<file path="src/hdl/tcc_pkg.sv">
// package: register map, field positions, reset values and carriers of the timer core
package tcc_pkg;

	// ----------------------------------------------------------------
	// sizes
	// ----------------------------------------------------------------
	localparam int CH_NUM = 8;
	localparam int CNT_W = 16;
	localparam int ADDR_W = 6;
	localparam int DATA_W = 16;
	localparam int PRESC_W = 7;
	localparam int STAT_W = 10;
	localparam int GATE_DIV_W = 6;

	// ----------------------------------------------------------------
	// register offsets from the block base
	// ----------------------------------------------------------------
	localparam logic [5:0] OFS_FUNC_SEL = 6'h00;
	localparam logic [5:0] OFS_FORCE = 6'h01;
	localparam logic [5:0] OFS_CH7_MASK = 6'h02;
	localparam logic [5:0] OFS_CH7_DATA = 6'h03;
	localparam logic [5:0] OFS_CNT_HIGH = 6'h04;
	localparam logic [5:0] OFS_CNT_LOW = 6'h05;
	localparam logic [5:0] OFS_SYS_CTRL = 6'h06;
	localparam logic [5:0] OFS_OUT_ACTION = 6'h08;
	localparam logic [5:0] OFS_EDGE_SEL = 6'h0a;
	localparam logic [5:0] OFS_IRQ_EN = 6'h0c;
	localparam logic [5:0] OFS_PRESC = 6'h0d;
	localparam logic [5:0] OFS_IRQ_STAT = 6'h0e;
	localparam logic [5:0] OFS_TC_FIRST = 6'h10;
	localparam logic [5:0] OFS_TC_LAST = 6'h1f;
	localparam logic [5:0] OFS_ACC_CTRL = 6'h20;
	localparam logic [5:0] OFS_ACC_CNT = 6'h22;
	localparam logic [5:0] OFS_IRQ_CLR = 6'h2c;

	// ----------------------------------------------------------------
	// field positions
	// ----------------------------------------------------------------
	localparam int BIT_TIMER_EN = 7;
	localparam int BIT_WAIT_STOP = 6;
	localparam int BIT_FREEZE_STOP = 5;
	localparam int BIT_ACC_EN = 6;
	localparam int BIT_ACC_GATED = 5;
	localparam int BIT_ACC_EDGE = 4;
	localparam int STAT_OVF = 8;
	localparam int STAT_ACC_OVF = 9;

	// ----------------------------------------------------------------
	// values after reset and counts
	// ----------------------------------------------------------------
	localparam logic [7:0] RST_BYTE = 8'h00;
	localparam logic [15:0] RST_CNT = 16'h0000;
	localparam logic [15:0] CNT_MAX = 16'hffff;
	localparam logic [5:0] GATE_DIV_LAST = 6'h3f;

	// ----------------------------------------------------------------
	// encodings
	// ----------------------------------------------------------------
	localparam logic [1:0] ACT_NONE = 2'h0;
	localparam logic [1:0] ACT_TOGGLE = 2'h1;
	localparam logic [1:0] ACT_CLEAR = 2'h2;
	localparam logic [1:0] ACT_SET = 2'h3;
	localparam logic [1:0] EDGE_OFF = 2'h0;
	localparam logic [1:0] EDGE_RISE = 2'h1;
	localparam logic [1:0] EDGE_FALL = 2'h2;
	localparam logic [1:0] EDGE_ANY = 2'h3;

	// ----------------------------------------------------------------
	// carriers
	// ----------------------------------------------------------------
	typedef struct packed {
		logic [5:0] addr;
		logic [15:0] wdata;
		logic wr;
		logic rd;
	} tcc_bus_req_t;

	typedef struct packed {
		logic [15:0] tc;
		logic pin_prev;
	} tcc_ch_state_t;

	typedef struct packed {
		logic [7:0] func_sel;
		logic [7:0] ch7_mask;
		logic [7:0] ch7_data;
		logic [15:0] cnt;
		logic timer_en;
		logic wait_stop;
		logic freeze_stop;
		logic [15:0] out_action;
		logic [15:0] edge_sel;
		logic [9:0] irq_en;
		logic [9:0] irq_stat;
		logic [2:0] presc_sel;
		logic [6:0] presc;
		logic acc_en;
		logic acc_gated;
		logic acc_edge;
		logic [15:0] acc_cnt;
		logic [5:0] gate_div;
		logic ch7_prev;
		logic [7:0] pin_out;
		logic [15:0] rdata;
	} tcc_state_t;

endpackage

</file>
<file path="src/hdl/tcc_channel.sv">
// one capture/compare channel: its value register, edge detector and match detector
`timescale 1ns/1ns
module tcc_channel (
	input wire logic clk,
	input wire logic sys_rst,
	input wire logic hold,
	input wire logic is_compare,
	input wire logic [1:0] edge_sel,
	input wire logic [15:0] cnt,
	input wire logic [15:0] cnt_next,
	input wire logic tick,
	input wire logic pin_in,
	input wire logic wr_en,
	input wire logic [15:0] wr_data,
	output logic [15:0] tc_value,
	output logic capture,
	output logic match
);
	import tcc_pkg::*;

	tcc_ch_state_t cur;
	tcc_ch_state_t next_cur;
	logic edge_seen;

	always_comb begin
		next_cur = cur;
		unique case (edge_sel)
			EDGE_RISE: edge_seen = pin_in & ~cur.pin_prev;
			EDGE_FALL: edge_seen = ~pin_in & cur.pin_prev;
			EDGE_ANY: edge_seen = pin_in ^ cur.pin_prev;
			EDGE_OFF: edge_seen = 1'b0;
		endcase
		capture = ~hold & ~is_compare & edge_seen;
		match = ~hold & is_compare & tick & (cnt_next == cur.tc);
		if (!hold) begin
			next_cur.pin_prev = pin_in;
			// capture wins over a bus write landing in the same cycle
			if (capture) begin
				next_cur.tc = cnt;
			end else if (wr_en) begin
				next_cur.tc = wr_data;
			end
		end
	end

	always_ff @(posedge clk) begin
		if (sys_rst) begin
			cur <= '0;
		end else begin
			cur <= next_cur;
		end
	end

	assign tc_value = cur.tc;

endmodule

</file>
<file path="src/hdl/tcc_core.sv">
// timer core: free-running counter, eight capture/compare channels, pulse accumulator
// ----------------------------------------------------------------
// Functional notes
// - a 16-bit free-running counter, writable by software, advances on prescaler ticks.
// - eight channels each choose input capture or output compare, plus one pulse accumulator.
// - a capture channel latches the counter on the selected edge of its pin.
// - the 16-bit pulse accumulator counts events or accumulates gated time.
// - in event mode the accumulator takes its input from the channel 7 pin.
// - the channel 7 pin can serve as accumulator input besides capture and compare.
// - in stop mode the whole timer is inactive.
// - in debug freeze the counter runs unless the freeze-stop bit is set.
// - in wait mode the counters run unless the wait-stop bit is set.
// - the counter runs while the timer enable bit is 1 and halts when it is 0.
// - flag-clearing writes act only while timer enable or accumulator enable is set.
// - each register sits at block base plus its offset.
// - reads of the compare-force register return zero.
// - a force bit performs the channel compare pin action at once without setting its flag.
// ----------------------------------------------------------------
//
// Chosen here: the address-and-strobe port.
`timescale 1ns/1ns
module tcc_core #(
	parameter int CHANNELS = 8
) (
	input wire logic clk,
	input wire logic sys_rst,
	input tcc_pkg::tcc_bus_req_t bus_req,
	output logic [15:0] bus_rdata,
	input wire logic stop_mode,
	input wire logic freeze_mode,
	input wire logic wait_mode,
	input wire logic [CHANNELS-1:0] pin_in,
	output logic [CHANNELS-1:0] pin_out,
	output logic [CHANNELS-1:0] pin_oe,
	output logic irq
);
	import tcc_pkg::*;

	// ----------------------------------------------------------------
	// helpers
	// ----------------------------------------------------------------
	function automatic logic apply_action(input logic [1:0] act, input logic level);
		unique case (act)
			ACT_TOGGLE: apply_action = ~level;
			ACT_CLEAR: apply_action = 1'b0;
			ACT_SET: apply_action = 1'b1;
			ACT_NONE: apply_action = level;
		endcase
	endfunction

	function automatic logic presc_tick(input logic [6:0] presc, input logic [2:0] sel);
		logic [7:0] mask;
		mask = (8'h01 << sel) - 8'h01;
		presc_tick = ((presc & mask[6:0]) == mask[6:0]);
	endfunction

	// ----------------------------------------------------------------
	// state and channel wiring
	// ----------------------------------------------------------------
	tcc_state_t cur;
	tcc_state_t next_cur;
	logic [15:0] tc_val [CHANNELS];
	logic [CHANNELS-1:0] cap_ev;
	logic [CHANNELS-1:0] match_ev;
	logic [CHANNELS-1:0] tc_wr;
	logic [CHANNELS-1:0] force_ev;
	logic [15:0] cnt_next;
	logic tick;
	logic cnt_run;
	logic acc_run;
	logic wr_ok;
	logic clr_ok;
	logic [9:0] set_ev;
	logic [9:0] clr_mask;
	logic acc_step;
	logic acc_pin;
	logic [15:0] rd_word;
	logic [7:0] pins;
	logic ch7_event;

	// counter gating: stop holds it, freeze and wait hold it only with their stop bits set
	assign cnt_run = ~stop_mode & cur.timer_en
		& ~(freeze_mode & cur.freeze_stop)
		& ~(wait_mode & cur.wait_stop);
	assign acc_run = ~stop_mode & cur.acc_en & ~(wait_mode & cur.wait_stop);
	assign tick = cnt_run & presc_tick(cur.presc, cur.presc_sel);
	assign cnt_next = cur.cnt + 16'h0001;
	assign wr_ok = bus_req.wr & ~stop_mode;
	assign acc_pin = pin_in[7];

	generate
		for (genvar i = 0; i < CHANNELS; i++) begin : g_ch
			assign tc_wr[i] = wr_ok && (bus_req.addr == (OFS_TC_FIRST + 6'(2 * i)));
			assign force_ev[i] = wr_ok && (bus_req.addr == OFS_FORCE) && bus_req.wdata[i];
			tcc_channel u_ch (
				.clk(clk),
				.sys_rst(sys_rst),
				.hold(stop_mode),
				.is_compare(cur.func_sel[i]),
				.edge_sel(cur.edge_sel[2*i +: 2]),
				.cnt(cur.cnt),
				.cnt_next(cnt_next),
				.tick(tick),
				.pin_in(pin_in[i]),
				.wr_en(tc_wr[i]),
				.wr_data(bus_req.wdata),
				.tc_value(tc_val[i]),
				.capture(cap_ev[i]),
				.match(match_ev[i])
			);
		end
	endgenerate

	// ----------------------------------------------------------------
	// read mux
	// ----------------------------------------------------------------
	always_comb begin
		rd_word = 16'h0000;
		unique case (bus_req.addr)
			OFS_FUNC_SEL: rd_word = {8'h00, cur.func_sel};
			OFS_FORCE: rd_word = 16'h0000;
			OFS_CH7_MASK: rd_word = {8'h00, cur.ch7_mask};
			OFS_CH7_DATA: rd_word = {8'h00, cur.ch7_data};
			OFS_CNT_HIGH: rd_word = cur.cnt;
			OFS_CNT_LOW: rd_word = {8'h00, cur.cnt[7:0]};
			OFS_SYS_CTRL: rd_word = {8'h00, cur.timer_en, cur.wait_stop, cur.freeze_stop, 5'h00};
			OFS_OUT_ACTION: rd_word = cur.out_action;
			OFS_EDGE_SEL: rd_word = cur.edge_sel;
			OFS_IRQ_EN: rd_word = {6'h00, cur.irq_en};
			OFS_PRESC: rd_word = {13'h0000, cur.presc_sel};
			OFS_IRQ_STAT: rd_word = {6'h00, cur.irq_stat};
			OFS_ACC_CTRL: rd_word = {9'h000, cur.acc_en, cur.acc_gated, cur.acc_edge, 4'h0};
			OFS_ACC_CNT: rd_word = cur.acc_cnt;
			default: begin
				// offsets are relative to the block base, decoded outside
				if (bus_req.addr >= OFS_TC_FIRST && bus_req.addr <= OFS_TC_LAST && !bus_req.addr[0]) begin
					rd_word = tc_val[bus_req.addr[3:1]];
				end
			end
		endcase
	end

	// ----------------------------------------------------------------
	// next state
	// ----------------------------------------------------------------
	always_comb begin
		next_cur = cur;
		set_ev = 10'h000;
		clr_mask = 10'h000;
		acc_step = 1'b0;
		pins = cur.pin_out;
		ch7_event = 1'b0;
		clr_ok = cur.timer_en | cur.acc_en;
		next_cur.rdata = 16'h0000;
		if (!stop_mode) begin
			// prescaler and free counter
			if (cnt_run) begin
				next_cur.presc = cur.presc + 7'h01;
			end
			if (tick) begin
				next_cur.cnt = cnt_next;
				set_ev[STAT_OVF] = (cur.cnt == CNT_MAX);
			end
			// pulse accumulator: edge counting on the channel 7 pin or gated time
			next_cur.ch7_prev = acc_pin;
			if (acc_run) begin
				if (cur.acc_gated) begin
					if (acc_pin == ~cur.acc_edge) begin
						next_cur.gate_div = cur.gate_div + 6'h01;
						acc_step = (cur.gate_div == GATE_DIV_LAST);
					end
				end else begin
					acc_step = cur.acc_edge ? (acc_pin & ~cur.ch7_prev) : (~acc_pin & cur.ch7_prev);
				end
			end
			if (acc_step) begin
				next_cur.acc_cnt = cur.acc_cnt + 16'h0001;
				set_ev[STAT_ACC_OVF] = (cur.acc_cnt == CNT_MAX);
			end
			// compare and forced pin actions; a force suppresses the flag
			for (int i = 0; i < CHANNELS; i++) begin
				if (cur.func_sel[i] && (match_ev[i] || force_ev[i])) begin
					pins[i] = apply_action(cur.out_action[2*i +: 2], cur.pin_out[i]);
				end
				set_ev[i] = cap_ev[i] | (match_ev[i] & ~force_ev[i]);
			end
			// channel 7 event overrides every masked pin, the channel 7 pin included
			ch7_event = cur.func_sel[7] & (match_ev[7] | force_ev[7]);
			if (ch7_event) begin
				pins = (pins & ~cur.ch7_mask) | (cur.ch7_data & cur.ch7_mask);
			end
			next_cur.pin_out = pins;
			// register writes
			if (wr_ok) begin
				unique case (bus_req.addr)
					OFS_FUNC_SEL: next_cur.func_sel = bus_req.wdata[7:0];
					OFS_CH7_MASK: next_cur.ch7_mask = bus_req.wdata[7:0];
					OFS_CH7_DATA: next_cur.ch7_data = bus_req.wdata[7:0];
					OFS_CNT_HIGH: next_cur.cnt = bus_req.wdata;
					OFS_CNT_LOW: next_cur.cnt = {cur.cnt[15:8], bus_req.wdata[7:0]};
					OFS_SYS_CTRL: begin
						next_cur.timer_en = bus_req.wdata[BIT_TIMER_EN];
						next_cur.wait_stop = bus_req.wdata[BIT_WAIT_STOP];
						next_cur.freeze_stop = bus_req.wdata[BIT_FREEZE_STOP];
					end
					OFS_OUT_ACTION: next_cur.out_action = bus_req.wdata;
					OFS_EDGE_SEL: next_cur.edge_sel = bus_req.wdata;
					OFS_IRQ_EN: next_cur.irq_en = bus_req.wdata[9:0];
					OFS_PRESC: next_cur.presc_sel = bus_req.wdata[2:0];
					OFS_IRQ_CLR: clr_mask = clr_ok ? bus_req.wdata[9:0] : 10'h000;
					OFS_ACC_CTRL: begin
						next_cur.acc_en = bus_req.wdata[BIT_ACC_EN];
						next_cur.acc_gated = bus_req.wdata[BIT_ACC_GATED];
						next_cur.acc_edge = bus_req.wdata[BIT_ACC_EDGE];
					end
					OFS_ACC_CNT: next_cur.acc_cnt = bus_req.wdata;
					default: ;
				endcase
			end
			// sticky flags: a new event wins over a clear in the same cycle
			next_cur.irq_stat = (cur.irq_stat & ~clr_mask) | set_ev;
			if (bus_req.rd) begin
				next_cur.rdata = rd_word;
			end
		end
	end

	// ----------------------------------------------------------------
	// state register
	// ----------------------------------------------------------------
	always_ff @(posedge clk) begin
		if (sys_rst) begin
			cur <= '0;
		end else begin
			cur <= next_cur;
		end
	end

	// ----------------------------------------------------------------
	// outputs
	// ----------------------------------------------------------------
	assign bus_rdata = cur.rdata;
	assign pin_out = cur.pin_out;
	assign irq = |(cur.irq_stat & cur.irq_en);

	generate
		for (genvar i = 0; i < CHANNELS; i++) begin : g_oe
			// channel 7 pin stays an input while the accumulator owns it
			if (i == 7) begin : g_seven
				assign pin_oe[i] = cur.func_sel[i] & ~cur.acc_en
					& ((cur.out_action[2*i +: 2] != ACT_NONE) | cur.ch7_mask[i]);
			end else begin : g_other
				assign pin_oe[i] = cur.func_sel[i] & ((cur.out_action[2*i +: 2] != ACT_NONE) | cur.ch7_mask[i]);
			end
		end
	endgenerate

endmodule

</file>
<file path="config.mk">
export PLATFORM = sky130hd
export DESIGN_NAME = tcc_core
export DESIGN_NICKNAME = d
export VERILOG_FILES = /design/src/hdl/tcc_pkg.sv /design/src/hdl/tcc_channel.sv /design/src/hdl/tcc_core.sv
export SDC_FILE = /design/constraint.sdc
export NUM_CORES = 1
export LEC_CHECK = 0
export BUFFER_PORTS_ARGS = -buffer_cell sky130_fd_sc_hd__buf_2
export CAP_MARGIN = 20
export CORE_ASPECT_RATIO = 1.1
export CORE_MARGIN = 3
export CORE_UTILIZATION = 40
export CTS_BUF_LIST = sky130_fd_sc_hd__clkbuf_4 sky130_fd_sc_hd__clkbuf_8 sky130_fd_sc_hd__clkbuf_16
export CTS_CLUSTER_SIZE = 8
export DETAILED_ROUTE_END_ITERATION = 16
export PLACE_DENSITY_LB_ADDON = 0.2
export SYNTH_ARGS = -nofsm -noshare
export SYNTH_HDL_FRONTEND = slang
export SYNTH_HIERARCHICAL = 1
export SYNTH_SLANG_ARGS = --single-unit
</file>
<file path="constraint.sdc">
create_clock -name clk -period 4.1 [get_ports clk]
set_clock_uncertainty 0.1 [all_clocks]
set_input_delay 0.82 -clock clk [delete_from_list [all_inputs] [get_ports clk]]
set_output_delay 0.82 -clock clk [all_outputs]
set_load 0.02 [all_outputs]
</file>
# After elaboration in Yosys (flattened, before gate mapping)

Cells that the tools add are included.

Register bits: 290
Bits in latches: 0
Bits in writable memories: 0
Memory bits (read-only): 0
Input bits: 37
Output and inout port bits: 33
Logic and storage cells: 463
Memories kept: 0

Add/subtract/negate cells: 5
Multipliers: 0
Divide/modulo/power cells: 0
$lt $le $gt $ge: 3
Eq/ne operators: 84
Shifts and indexed selects: 1
Muxes and demuxes: 77
Bitwise gates (word level): 165
Reduce and logical (&&, ||, !) cells: 91

Operators by type and width:

| kind                                                             | number |
|---|---|
| 16-bit 2-to-1 mux                                                | 25 |
| 16-bit case mux with 14 select lines                             | 1 |
| 16-bit == test                                                   | 8 |
| 1-bit bitwise AND                                                | 83 |
| 2-bit == test (second input constant)                            | 32 |
| 1-bit case mux with 4 select lines                               | 16 |
| 61-bit 2-to-1 mux                                                | 1 |
| 10-bit 2-to-1 mux                                                | 5 |
| 16-bit binary-select mux with 3-bit select                       | 1 |
| 6-bit by 5-bit == test with 1-bit output (second input constant) | 8 |
| 1-bit NOT                                                        | 46 |
| 16-bit by 1-bit adder with 16-bit output (second input constant) | 2 |
| 16-bit == test (second input constant)                           | 2 |
| 2-bit by 1-bit == test with 1-bit output (second input constant) | 16 |
| 2-bit zero test                                                  | 16 |
| 16-bit case mux with 2 select lines                              | 1 |
| 2-bit nonzero test                                               | 16 |
| 6-bit by 4-bit == test with 1-bit output (second input constant) | 5 |
| 1-bit logical AND                                                | 27 |
| 3-bit AND reduction                                              | 9 |
| 1-bit 2-to-1 mux                                                 | 25 |
| 6-bit == test (second input constant)                            | 4 |
| 10-bit bitwise AND                                               | 2 |
| 2-bit AND reduction                                              | 10 |
| other kinds (30)                                                 | 65 |

# Depth between registers and ports, before layout

Gate-level depths: netlist (run 1).

Word-level depth: 14
Mapped depth: 20
Depth with buffers taken out: 18

# Hierarchy

Netlist (run 1), hierarchy kept.

Modules (own cells, without submodules):

| module      | times used | cells an instance | area each (sq um) | seq. area each (sq um) |
|---|---|---|---|---|
| tcc_channel | 8          | 129               | 1320.0            | 340.3 |
| tcc_core    | 1          | 1114              | 9389.0            | 3103.0 |

# Worst setup path after synthesis (run 1)

No wires, ideal clock.

Path kind: reg-to-reg
Start: register cur[119] in the netlist's numbering
End: register cur (netlist bit pin_out[0])
Library setup time: 0.103 ns
Arrival time: 4.044 ns
Data required time: 3.897 ns
Path slack: -0.147 ns
Stages on the path, launching flop included: 17
Buffers on the path: 3
Clock period less this slack: 4.247 ns
Cells stage by stage: dfxtp_1 -> clkbuf_1 -> nand3_1 -> or2_1 -> clkbuf_1 -> nor3_1 -> xor2_1 -> xor2_1 -> nor4_1 -> nand4_1 -> nor4_1 -> a41oi_1 -> nor2b_1 -> clkbuf_1 -> nand2_1 -> o21a_1 -> a2111oi_2

Elaborated cells between the ends (all ways): 14
Classes of those cells: add/sub: 1; eq/ne: 2; mux: 3; bitwise: 6; reduce/logical: 2

RTL lines:

| element                                  | RTL line          | text |
|---|---|---|
| start: declaration                       | tcc_core.sv:60    | `tcc_state_t cur;` |
| start signal: assignment                 | tcc_core.sv:235   | `cur <= next_cur;` |
| 16-bit by 1-bit adder with 16-bit output | tcc_core.sv:87    | `assign cnt_next = cur.cnt + 16'h0001;` |
| via cnt_next[13]                         | tcc_core.sv:67    | `logic [15:0] cnt_next;` |
| 16-bit == test                           | tcc_channel.sv:34 | `match = ~hold & is_compare & tick & (cnt_next == cur.tc);` |
| 1-bit bitwise AND                        | tcc_channel.sv:34 |  |
| via match_ev[7]                          | tcc_core.sv:64    | `logic [CHANNELS-1:0] match_ev;` |
| 1-bit bitwise OR                         | tcc_core.sv:188   | `ch7_event = cur.func_sel[7] & (match_ev[7] \| force_ev[7]);` |
| 1-bit bitwise AND                        | tcc_core.sv:188   |  |
| 8-bit 2-to-1 mux                         | tcc_core.sv:189   | `if (ch7_event) begin` |

The timed path passes the listed nets, and every way through them passes these cells. The select of a mux whose other input is x is not followed.
A chain may end at the register's enable or synchronous reset.

# Worst setup path after layout (run 1)

Start: register cur[116] in the netlist's numbering
End: register cur (netlist bit pin_out[0])

Same word-level chain as after synthesis.

==> results of run 1 <==
tightest hold or removal path, delay by kind of cell, from the launching register on:
kind | cells | cell delay (ns)
flip-flops | 1 | 0.32
AND/OR/NAND/NOR | 1 | 0.06
AO/OA/AOI/OAI | 1 | 0.05
final timing paths:
path,start,endpoint
hold reg to reg,cur[78]$_SDFFE_PP0P_,cur[78]$_SDFFE_PP0P_
setup / recovery,cur[116]$_SDFFE_PP0N_,pin_out[0]$_SDFFE_PP0N_
setup reg to reg,cur[116]$_SDFFE_PP0N_,pin_out[0]$_SDFFE_PP0N_
hold / removal,cur[78]$_SDFFE_PP0P_,cur[78]$_SDFFE_PP0P_
stage by stage:
step	hold WS [ns]	total power, µW	std cells
after floorplan	0.349	3220	2146
after global placement	0.365	3540	2716
after detailed placement	0.375	3550	2717
after CTS	0.382	6750	2765
after global routing	0.412	6900	2773
final	0.378	6740	2775
registers in the layout (all words and copies together) (netlist names):
register            count
g_ch.u_ch/tc_value    128
bus_rdata              16
pin_out                 8
cur                   131
g_ch.u_ch/cur           8
metal layers:
| metal | GRT usage (%) | vias up |
|---|---|---|
| met2 | 48.2 | 1023 |
| met1 | 41.0 | 8802 |
| met5 | 0 | - |
| li1 | - | 7853 |
| met4 | 19.2 | 2 |
| met3 | 5.23 | 271 |
timing repair:
| item | CTS | global route |
|---|---|---|
| resized for setup | 6 | 15 |
| gates cloned | 0 | 1 |
| setup buffers | 0 | 7 |
| pin swaps | 0 | 5 |
| setup endpoints to repair | 8 | 8 |
cells by family after synthesis:
logic type / Yosys count
xor+xnor: 162
flops: 291
buf+inv: 363
fa+ha+maj: 21
simple gates: 562
mux: 229
compound gates: 518
cell usage in the layout (no fill, tap or decap), drive strengths merged, types with 25 or more instances in the layout:
cell type	count
a2111oi	133
a211oi	145
a21oi	62
a22oi	25
buf	253
clkbuf	48
dfxtp	291
inv	34
mux2i	182
mux4	32
nand2	177
nand3	40
nand4	29
nor2	136
nor2b	32
nor3	25
nor4	45
o21ai	28
xor2	152
power by group through the flow:
stage               combinational [µW]  clock, µW  sequential [µW]
floorplan                          295          0             2920
global placement                   618          0             2930
detailed placement                 621          0             2930
CTS                                626       3260             2870
global route                       680       3360             2870
finish                             658       3210             2870
layout make-up:
| cell class | count | area, µm² |
|---|---|---|
| inverters | 35 | 136 |
| fillers | 4773 | 27200 |
| flip-flops and latches | 291 | 5830 |
| clock buffers | 47 | 1110 |
| clock inverters | 1 | 8.76 |
| diodes | 2 | 5.00 |
| repair inverters | 1 | 7.51 |
| well taps | 652 | 816 |
| repair buffers | 254 | 1900 |
| multi-input cells | 1492 | 12200 |
==> results.md, run 1 <==
- Status: finished, final reports clean
- CTS tree: yes
- Post-synth EDFFs: 0
- DP Area: 20600 µm²
- Initial antenna violation count: 2
- Reg2Reg Depth: 17
- Drt drc: 0
- Worst EP arrival: 4.26 ns
- Max H-tree Level: 2
- MaxCap Viol Count: 0
- Ys flop type: dfxtp_1
- CTS Root Cell: clkbuf_16
- Worst skew pair latency: 0.57 ns
- DRT Pass-1 Iters: 9
- Global route total overflow: 0
- Final core occ: 44.7%
- First-pass GRT wire length: 121000 µm
- Row cnt: 85
- Gate Count Post-Synth: 2146
- Post-Route WL: 83800 µm
- Sequential fraction of the synthesis area: 29.2%
- Longest Clk Path Bufs: 3
- Crit path required time: 4.44 ns
- R2r setup slk: 0.18 ns
- Worst slew pin tran: 0.916 ns
- Final hold violations: 0
- Complex-gate fraction of the synthesized area: 24.2%
- Nets: 2175
- Worst hold path class: flip-flop to flip-flop
- Adder-cell share of the synthesized area: 1.32%
- DR WL met3: 7110 µm
- Clock transition at path regs: 0.05 ns
- Total number of vias: 18.0k
- Yosys reg bits: 291
- CTS sink cnt: 291
- Yosys top cell by area: dfxtp_1
- Count leader, synth: dfxtp_1
- Post-route setup slack: 0.184 ns
- CP max stage cell: xnor2_4
- Startpoint Class: flip-flop
- DR WL met2: 36600 µm
- Via-per-instance ratio: 6.47
- CP most frequent cell: buf_4
- Largest family of logic cells by synthesized area: compound AO/OA/AOI/OAI gates
- Combinational Power Share: 9.8%
- Final Cycle Share: 95.5%
- Worst path max stage delay: 0.42 ns
- Multiplexer share of the synthesized area: 13.6%
- Gpl congestion: 0.997
- XOR/XNOR Fraction of Synth Area: 7.11%
- Mean Syn Cell Area: 9.30 µm²
- Post-route ant nets: 0
- Share of total power in sequential cells: 42.6%
- Critical path's top delay family: simple AND/OR/NAND/NOR gates
- Worst Hold Depth: 2
- Minimum clock period after layout: 3.92 ns
- Layout cell share with drive strength beyond 1: 26.1%
- Synth area leaders: dfxtp_1 (29%), mux2i_1 (9.1%), xor2_1 (6.7%)
- Worst-path cell chain: ha_1 -> nand3_1 -> nor2_1 -> nand3_1 -> xnor2_4 -> xor2_1 -> nor4_2 -> buf_4 -> nand4_1 -> nor4_2 -> buf_4 -> a41oi_1 -> nor2b_1 -> buf_4 -> nand2_1 -> o21a_1 -> a2111oi_2
- Area Growth Syn to Fin: 10.1%
- Final setup viols: 0
- Die height: 240 µm
- Switch Pwr: 1800 µW
- Mapped Nets: 2204
- CP Class: flip-flop to flip-flop
- Bufs and invs on worst path: 3
- Max layer used: met5
- PD cells: 307 nW/µm²
- Num CTS Buffers: 42
- All-Layer GR Usage: 31.3%
- PortBufs: 69
- Leak Pwr: 0.00798 µW
- Met1 wire length: 33900 µm
- Die area: 52600 µm²
- DR WL/cell: 30.2 µm
- Largest net degree at the start of global routing: 115
- Die width: 219 µm
- CP max FO: 5
- Mapped Area: 19900 µm²
- Setup TNS: 0 ns
- Crit. End Element: flip-flop
- Max Transition Viols Final: 0
- Clock network fraction of total power: 47.7%
- Sw frac: 26.7%
- Post-synth top area share: 29.2%
- Core footprint: 49100 µm²
- Pre-CTS setup slack: -0.167 ns
- Vias in the first global route: 17.2k
- Initial core utilization: 40.6%
- # IOs: 70
- 1st-iter DRT viols: 2035
- Async set or reset register ratio after synthesis: 0%
- Max Clock Freq: 0.255 GHz
- Design Area, Final: 22000 µm²
- CP Depth: 17
- Int Power: 4940 µW
- Detailed placer's ending HPWL: 58300 µm
- Distinct cell type count after synthesis: 80
- Yosys warnings: 6
- Simple-gate share of the synthesized area: 14.0%
- Slew headroom: 38.9%
- Top cells by count, synth: dfxtp_1 (291), mux2i_1 (182), nand2_1 (176), buf_4 (160), xor2_1 (152)
- Max VDD drop: 0.269 mV
- # hold bufs at CTS: 0
Note: power is estimated with default switching activity, not from simulation.
==> inputs of run 2 (changes only) <==
- SYNTH_HIERARCHICAL: 1 -> not set
==> run 2 against run 1 <==
Effect of this change: non-clock buffer count decreased by 82; global-route usage increased by 0.22 points; cell count fell by 1.9%; hold slack worse by 0.0026 ns; design area fell by 7.3%; first-iteration DRC count fell by 16%; critical path depth down 5; register-to-register slack gained 0.20 ns; flip-flop and latch count fell by 1; critical endpoint is now pin_out[2]$_SDFFE_PP0N_; largest cell class unchanged.
==> results.md, run 2 <==
- Die height: 229 µm
- Slew headroom: 31.6%
- R2r endpoint: pin_out[2]$_SDFFE_PP0N_
- Yosys reg bits: 290
- Row cnt: 81
- Reg2Reg Depth: 12
- Detailed placer's ending HPWL: 56200 µm
- Clock transition at path regs: 0.05 ns
- Max layer used: met4
- Die area: 47900 µm²
- Initial core utilization: 40.6%
- Yosys warnings: 0
- Max VDD drop: 0.308 mV
- PD cells: 314 nW/µm²
- Vias in the first global route: 16.2k
- R2r setup slk: 0.39 ns
- Startpoint Class: flip-flop
- Max Transition Viols Final: 0
- CTS tree: yes
- Async set or reset register ratio after synthesis: 0%
- Worst slew pin tran: 1.03 ns
- First-pass GRT wire length: 113000 µm
- Worst EP arrival: 4.07 ns
- Commonest non-fill, non-tap cell in the layout: dfxtp_1
- Gpl congestion: 1.01
- Biggest register: cur
- Post-synth top area share: 32.0%
- Worst Hold End: cur[68]$_SDFFE_PP0N_
- Max H-tree Level: 2
- Status: finished, final reports clean
- Nets: 2191
- Ys flop type: dfxtp_1
- Worst skew pair latency: 0.58 ns
- Drt drc: 0
- Longest Clk Path Bufs: 3
- PortBufs: 69
- DR WL/cell: 28.5 µm
- Post-Route WL: 77400 µm
- Worst Hold Depth: 2
- Post-route ant nets: 0
- # IOs: 70
- Core footprint: 44600 µm²
- 1st-iter DRT viols: 1713
- Post-CTS setup buffers: 0
- CTS sink cnt: 290
- Global route total overflow: 0
- MaxCap Viol Count: 0
- CP Class: flip-flop to flip-flop
- RSZ-0062 raised after global routing: no
- All-Layer GR Usage: 31.5%
- DRT Pass-1 Iters: 6
- Final hold violations: 0
- Num CTS Buffers: 42
- Layout cell share with drive strength beyond 1: 14.9%
- Gate Count Post-Synth: 2129
- Area Growth Syn to Fin: 12.4%
- Crit path required time: 4.46 ns
- Final setup viols: 0
- Mean Syn Cell Area: 8.51 µm²
- DR WL met3: 5640 µm
- Worst hold path class: flip-flop to flip-flop
- Crit. End Element: flip-flop
- Die width: 209 µm
- Initial antenna violation count: 1
- Post-CTS sizing: 0
- # hold bufs at CTS: 0
- Post-synth EDFFs: 0
- Number of flip-flops in the largest register: 130
- Leak Pwr: 0.00691 µW
- Final Cycle Share: 90.5%
- Max Clock Freq: 0.269 GHz
- CP max FO: 8
- Launching point of the worst reg2reg path: cur[115]$_SDFFE_PP0N_
- Via-per-instance ratio: 6.25
- Met1 wire length: 31200 µm
- Mapped Area: 18100 µm²
- Synth area leaders: dfxtp_1 (32%), mux2i_1 (8.3%), a211oi_1 (6.3%)
- Largest net degree at the start of global routing: 86
- Yosys top cell by area: dfxtp_1
- Top cells by count, synth: dfxtp_1 (290), nor2_1 (250), nand2_1 (218), a211oi_1 (152), mux2i_1 (151)
- Total Power: 6400 µW
- Total number of vias: 17.0k
- HP Start: cur[68]$_SDFFE_PP0N_
- CTS Root Cell: clkbuf_16
- Distinct cell type count after synthesis: 83
- Mapped Nets: 2186
- Sequential fraction of the synthesis area: 32.0%
- Minimum clock period after layout: 3.71 ns
- Count leader, synth: dfxtp_1
- Most frequent cells in the layout: dfxtp_1 (290), nor2_1 (250), nand2_1 (218)
- Setup TNS: 0 ns
- DR WL met2: 36300 µm
## run 2: cell count changes in the layout (fill, tap and decap cells not counted), sizes merged, moves of 33 or more
cell     previous run  this run
nor2              136       251
xnor2              10        78
a21oi              62       108
buf               253       171
xor2              152        56
nor4               45        12
nand2             177       218
a2111oi           133         6
## run 2: stage by stage
stage	instances	hold WS, ns	area [µm²]	utilization (%)	setup WS, ns
global route	2721	0.399	20400	45.7	0.214
finish	2721	0.376	20400	45.7	0.387
floorplan	2129	0.342	18100	-	0.941
detailed placement	2671	0.368	19200	43.1	0.363
global placement	2670	0.359	19200	43.0	0.348
CTS	2720	0.373	20400	45.7	0.431
## run 2: per-layer routing
layer	vias up	track usage, %
met3	201	4.64
met2	812	52.0
met4	0	14.3
met5	-	0
met1	8265	40.8
li1	7728	-
## run 2: final cells by class
class / count / area (µm²)
Antenna cell: 1 / 2.50
Clock buffer: 45 / 1070
Clock inverter: 4 / 63.8
Fill cell: 4410 / 24200
Inverter: 38 / 143
Multi-Input combinational cell: 1590 / 11400
Sequential cell: 290 / 5810
Tap cell: 581 / 727
Timing Repair Buffer: 172 / 1180
## run 2: how the worst max path moves through the flow
stage | from | endpoint
2_1_floorplan | wait_mode | pin_out[2]$_SDFFE_PP0N_
3_3_place_gp | wait_mode | pin_out[2]$_SDFFE_PP0N_
3_5_place_dp | wait_mode | pin_out[2]$_SDFFE_PP0N_
4_1_cts | cur[115]$_SDFFE_PP0N_ | pin_out[2]$_SDFFE_PP0N_
5_1_grt | cur[115]$_SDFFE_PP0N_ | pin_out[3]$_SDFFE_PP0N_
6_report | cur[115]$_SDFFE_PP0N_ | pin_out[2]$_SDFFE_PP0N_
## run 2: where the power goes
| group | switching, µW | total, µW | internal, µW |
|---|---|---|---|
| Clock | 1320 | 3170 | 1850 |
| Sequential | 17.4 | 2850 | 2840 |
| Combinational | 262 | 375 | 112 |
## run 2: cell families after synthesis
kind of cell	after synthesis	share of synthesized area, %
adders and majority gates	20	1.38
xor gates and xnor gates	158	9.55
AOI/OAI and AO/OA	494	19.0
muxes	203	13.7
and+or+nand+nor	715	18.5
DFF	290	32.0
buffers and inverters	249	5.82
## run 2: critical path, stage by stage (launching register included)
cell     delay, ns
dfxtp_1       0.33
ha_1          0.27
nand3_2       0.31
buf_4         0.28
nor3_2        0.17
buf_4         0.19
xnor2_1       0.25
xnor2_1       0.11
or4_1         0.55
o31ai_1       0.53
a32o_1        0.27
o21ai_1       0.06
a22o_1        0.17
==> inputs of run 3 (changes only) <==
- GPL_TIMING_DRIVEN: not set -> 0
- RECOVER_POWER: not set -> 50
- SKIP_LAST_GASP: not set -> 1
==> run 3 against run 2 <==
Effect of this change: first-iteration DRC count up 29%; power grew 1.8%; clock power up 2%; global-route usage grew 3.9 points; clock-buffer cell count increased by 2; utilization up 0.22 points; wire length increased by 14%; flip-flop and latch count did not move; worst setup slack got worse by 0.34 ns; combinational power is 18% higher.
==> results.md, run 3 (same netlist as run 2, synthesis figures left out) <==
- Minimum clock period after layout: 4.05 ns
- Worst EP arrival: 4.40 ns
- Biggest register: cur
- Post-route ant nets: 0
- PortBufs: 62
- Commonest non-fill, non-tap cell in the layout: dfxtp_1
- Core footprint: 44600 µm²
- CTS Root Cell: clkbuf_16
- Max H-tree Level: 2
- Crit path required time: 4.45 ns
- Initial core utilization: 40.6%
- Clock transition at path regs: 0.06 ns
- Area Growth Syn to Fin: 12.9%
- Max Transition Viols Final: 0
- Final core occ: 45.9%
- Drt drc: 0
- Leak Pwr: 0.00665 µW
- Row cnt: 81
- Largest net degree at the start of global routing: 11
- FF+latch area: 5810 µm²
- 1st-iter DRT viols: 2205
- Layout cell share with drive strength beyond 1: 9.60%
- Number of flip-flops in the largest register: 130
- CTS tree: yes
- Status: finished, final reports clean
- RSZ-0062 raised after global routing: no
- Nets: 2304
- Most frequent cells in the layout: dfxtp_1 (290), nor2_1 (249), nand2_1 (218)
- Total number of vias: 18.3k
- Worst hold path class: flip-flop to flip-flop
- # diodes: 0
- Hold WS: 0.376 ns
- Global route total overflow: 0
- Longest Clk Path Bufs: 3
- CP max FO: 10
- Gpl congestion: 1.04
- Startpoint Class: flip-flop
- Worst slew pin tran: 1.25 ns
- Die width: 209 µm
- Max Clock Freq: 0.247 GHz
- Detailed placer's ending HPWL: 67400 µm
- Final Cycle Share: 98.7%
- Die height: 229 µm
- Num CTS Buffers: 42
- Crit. End Element: flip-flop
- Max VDD drop: 0.244 mV
- CP Class: flip-flop to flip-flop
- MaxCap Viol Count: 0
- Vias in the first global route: 17.1k
- Post-Route WL: 88100 µm
- CTS sink cnt: 290
- Slew headroom: 16.4%
- PD cells: 318 nW/µm²
- R2r setup slk: 0.05 ns
- # IOs: 70
- Worst skew pair latency: 0.58 ns
- First-pass GRT wire length: 124000 µm
- Final hold violations: 0
- All-Layer GR Usage: 35.4%
- Die area: 47900 µm²
- DRT Pass-1 Iters: 7
- Multi-input gate area: 11400 µm²
- Fill count: 4526
- Initial antenna violation count: 2
- Via-per-instance ratio: 6.45
- Final setup viols: 0
- DR WL/cell: 31.1 µm
-- run 3: critical path, cell delays in order, from the launching register on --
cell	delay [ns]
dfxtp_1	0.29
buf_2	0.21
and4_1	0.24
buf_2	0.23
and3_1	0.21
buf_2	0.19
xnor2_1	0.85
o2111a_1	0.36
and4_1	0.26
a41o_2	0.36
buf_6	0.21
a32o_1	0.15
o21ai_1	0.06
a22o_1	0.17
-- run 3: area by class of cell --
type                            instances  share of cell area [%]
Clock inverter                          1                  0.0428
Buffer                                209                    4.44
Multi-Input combinational cell       1590                    55.5
Clock buffer                           47                    5.47
Timing Repair Buffer                   76                    1.88
Sequential cell                       290                    28.4
Tap cell                              581                    3.55
Inverter                               38                   0.697
-- run 3: power by group --
part	total, µW	switching, µW	internal, µW
Clock	3220	1330	1890
Sequential	2850	16.7	2840
Combinational	444	326	118
-- run 3: repair_timing --
action	CTS	global route
setup endpoints to repair	8	9
pin swaps	2	1
resized for setup	9	13
hold buffers	0	0
setup buffers	5	1
-- run 3: path summary, 6_finish.rpt --
| kind | startpoint | end | cells after the start |
|---|---|---|---|
| setup / recovery | cur[118]$_SDFFE_PP0N_ | pin_out[4]$_SDFFE_PP0N_ | 13 |
| hold / removal | cur[78]$_SDFFE_PP0P_ | cur[78]$_SDFFE_PP0P_ | 2 |
| setup reg to reg | cur[118]$_SDFFE_PP0N_ | pin_out[4]$_SDFFE_PP0N_ | 13 |
| hold reg to reg | cur[78]$_SDFFE_PP0P_ | cur[78]$_SDFFE_PP0P_ | 2 |
-- run 3: stage by stage --
step	total power, µW	setup WS (ns)	cell area [µm²]	TNS (ns)	std cells
after floorplan	3140	0.941	18100	0	2129
after global placement	3330	-1.12	19200	-22.77	2772
after detailed placement	3330	-0.565	19200	-16.97	2778
after CTS	6500	0.00757	20400	0	2830
after global routing	6640	0.0534	20500	0	2832
final	6510	0.0524	20500	0	2832
-- run 3: per-layer routing --
metal | share of wire (%) | global-route usage [%] | vias to the layer above
met5 | 0 | 0 | -
met4 | 8.1 | 23.9 | 0
met3 | 8.5 | 6.36 | 314
met2 | 45 | 57.1 | 1131
met1 | 38 | 43.1 | 8858
li1 | - | - | 7953
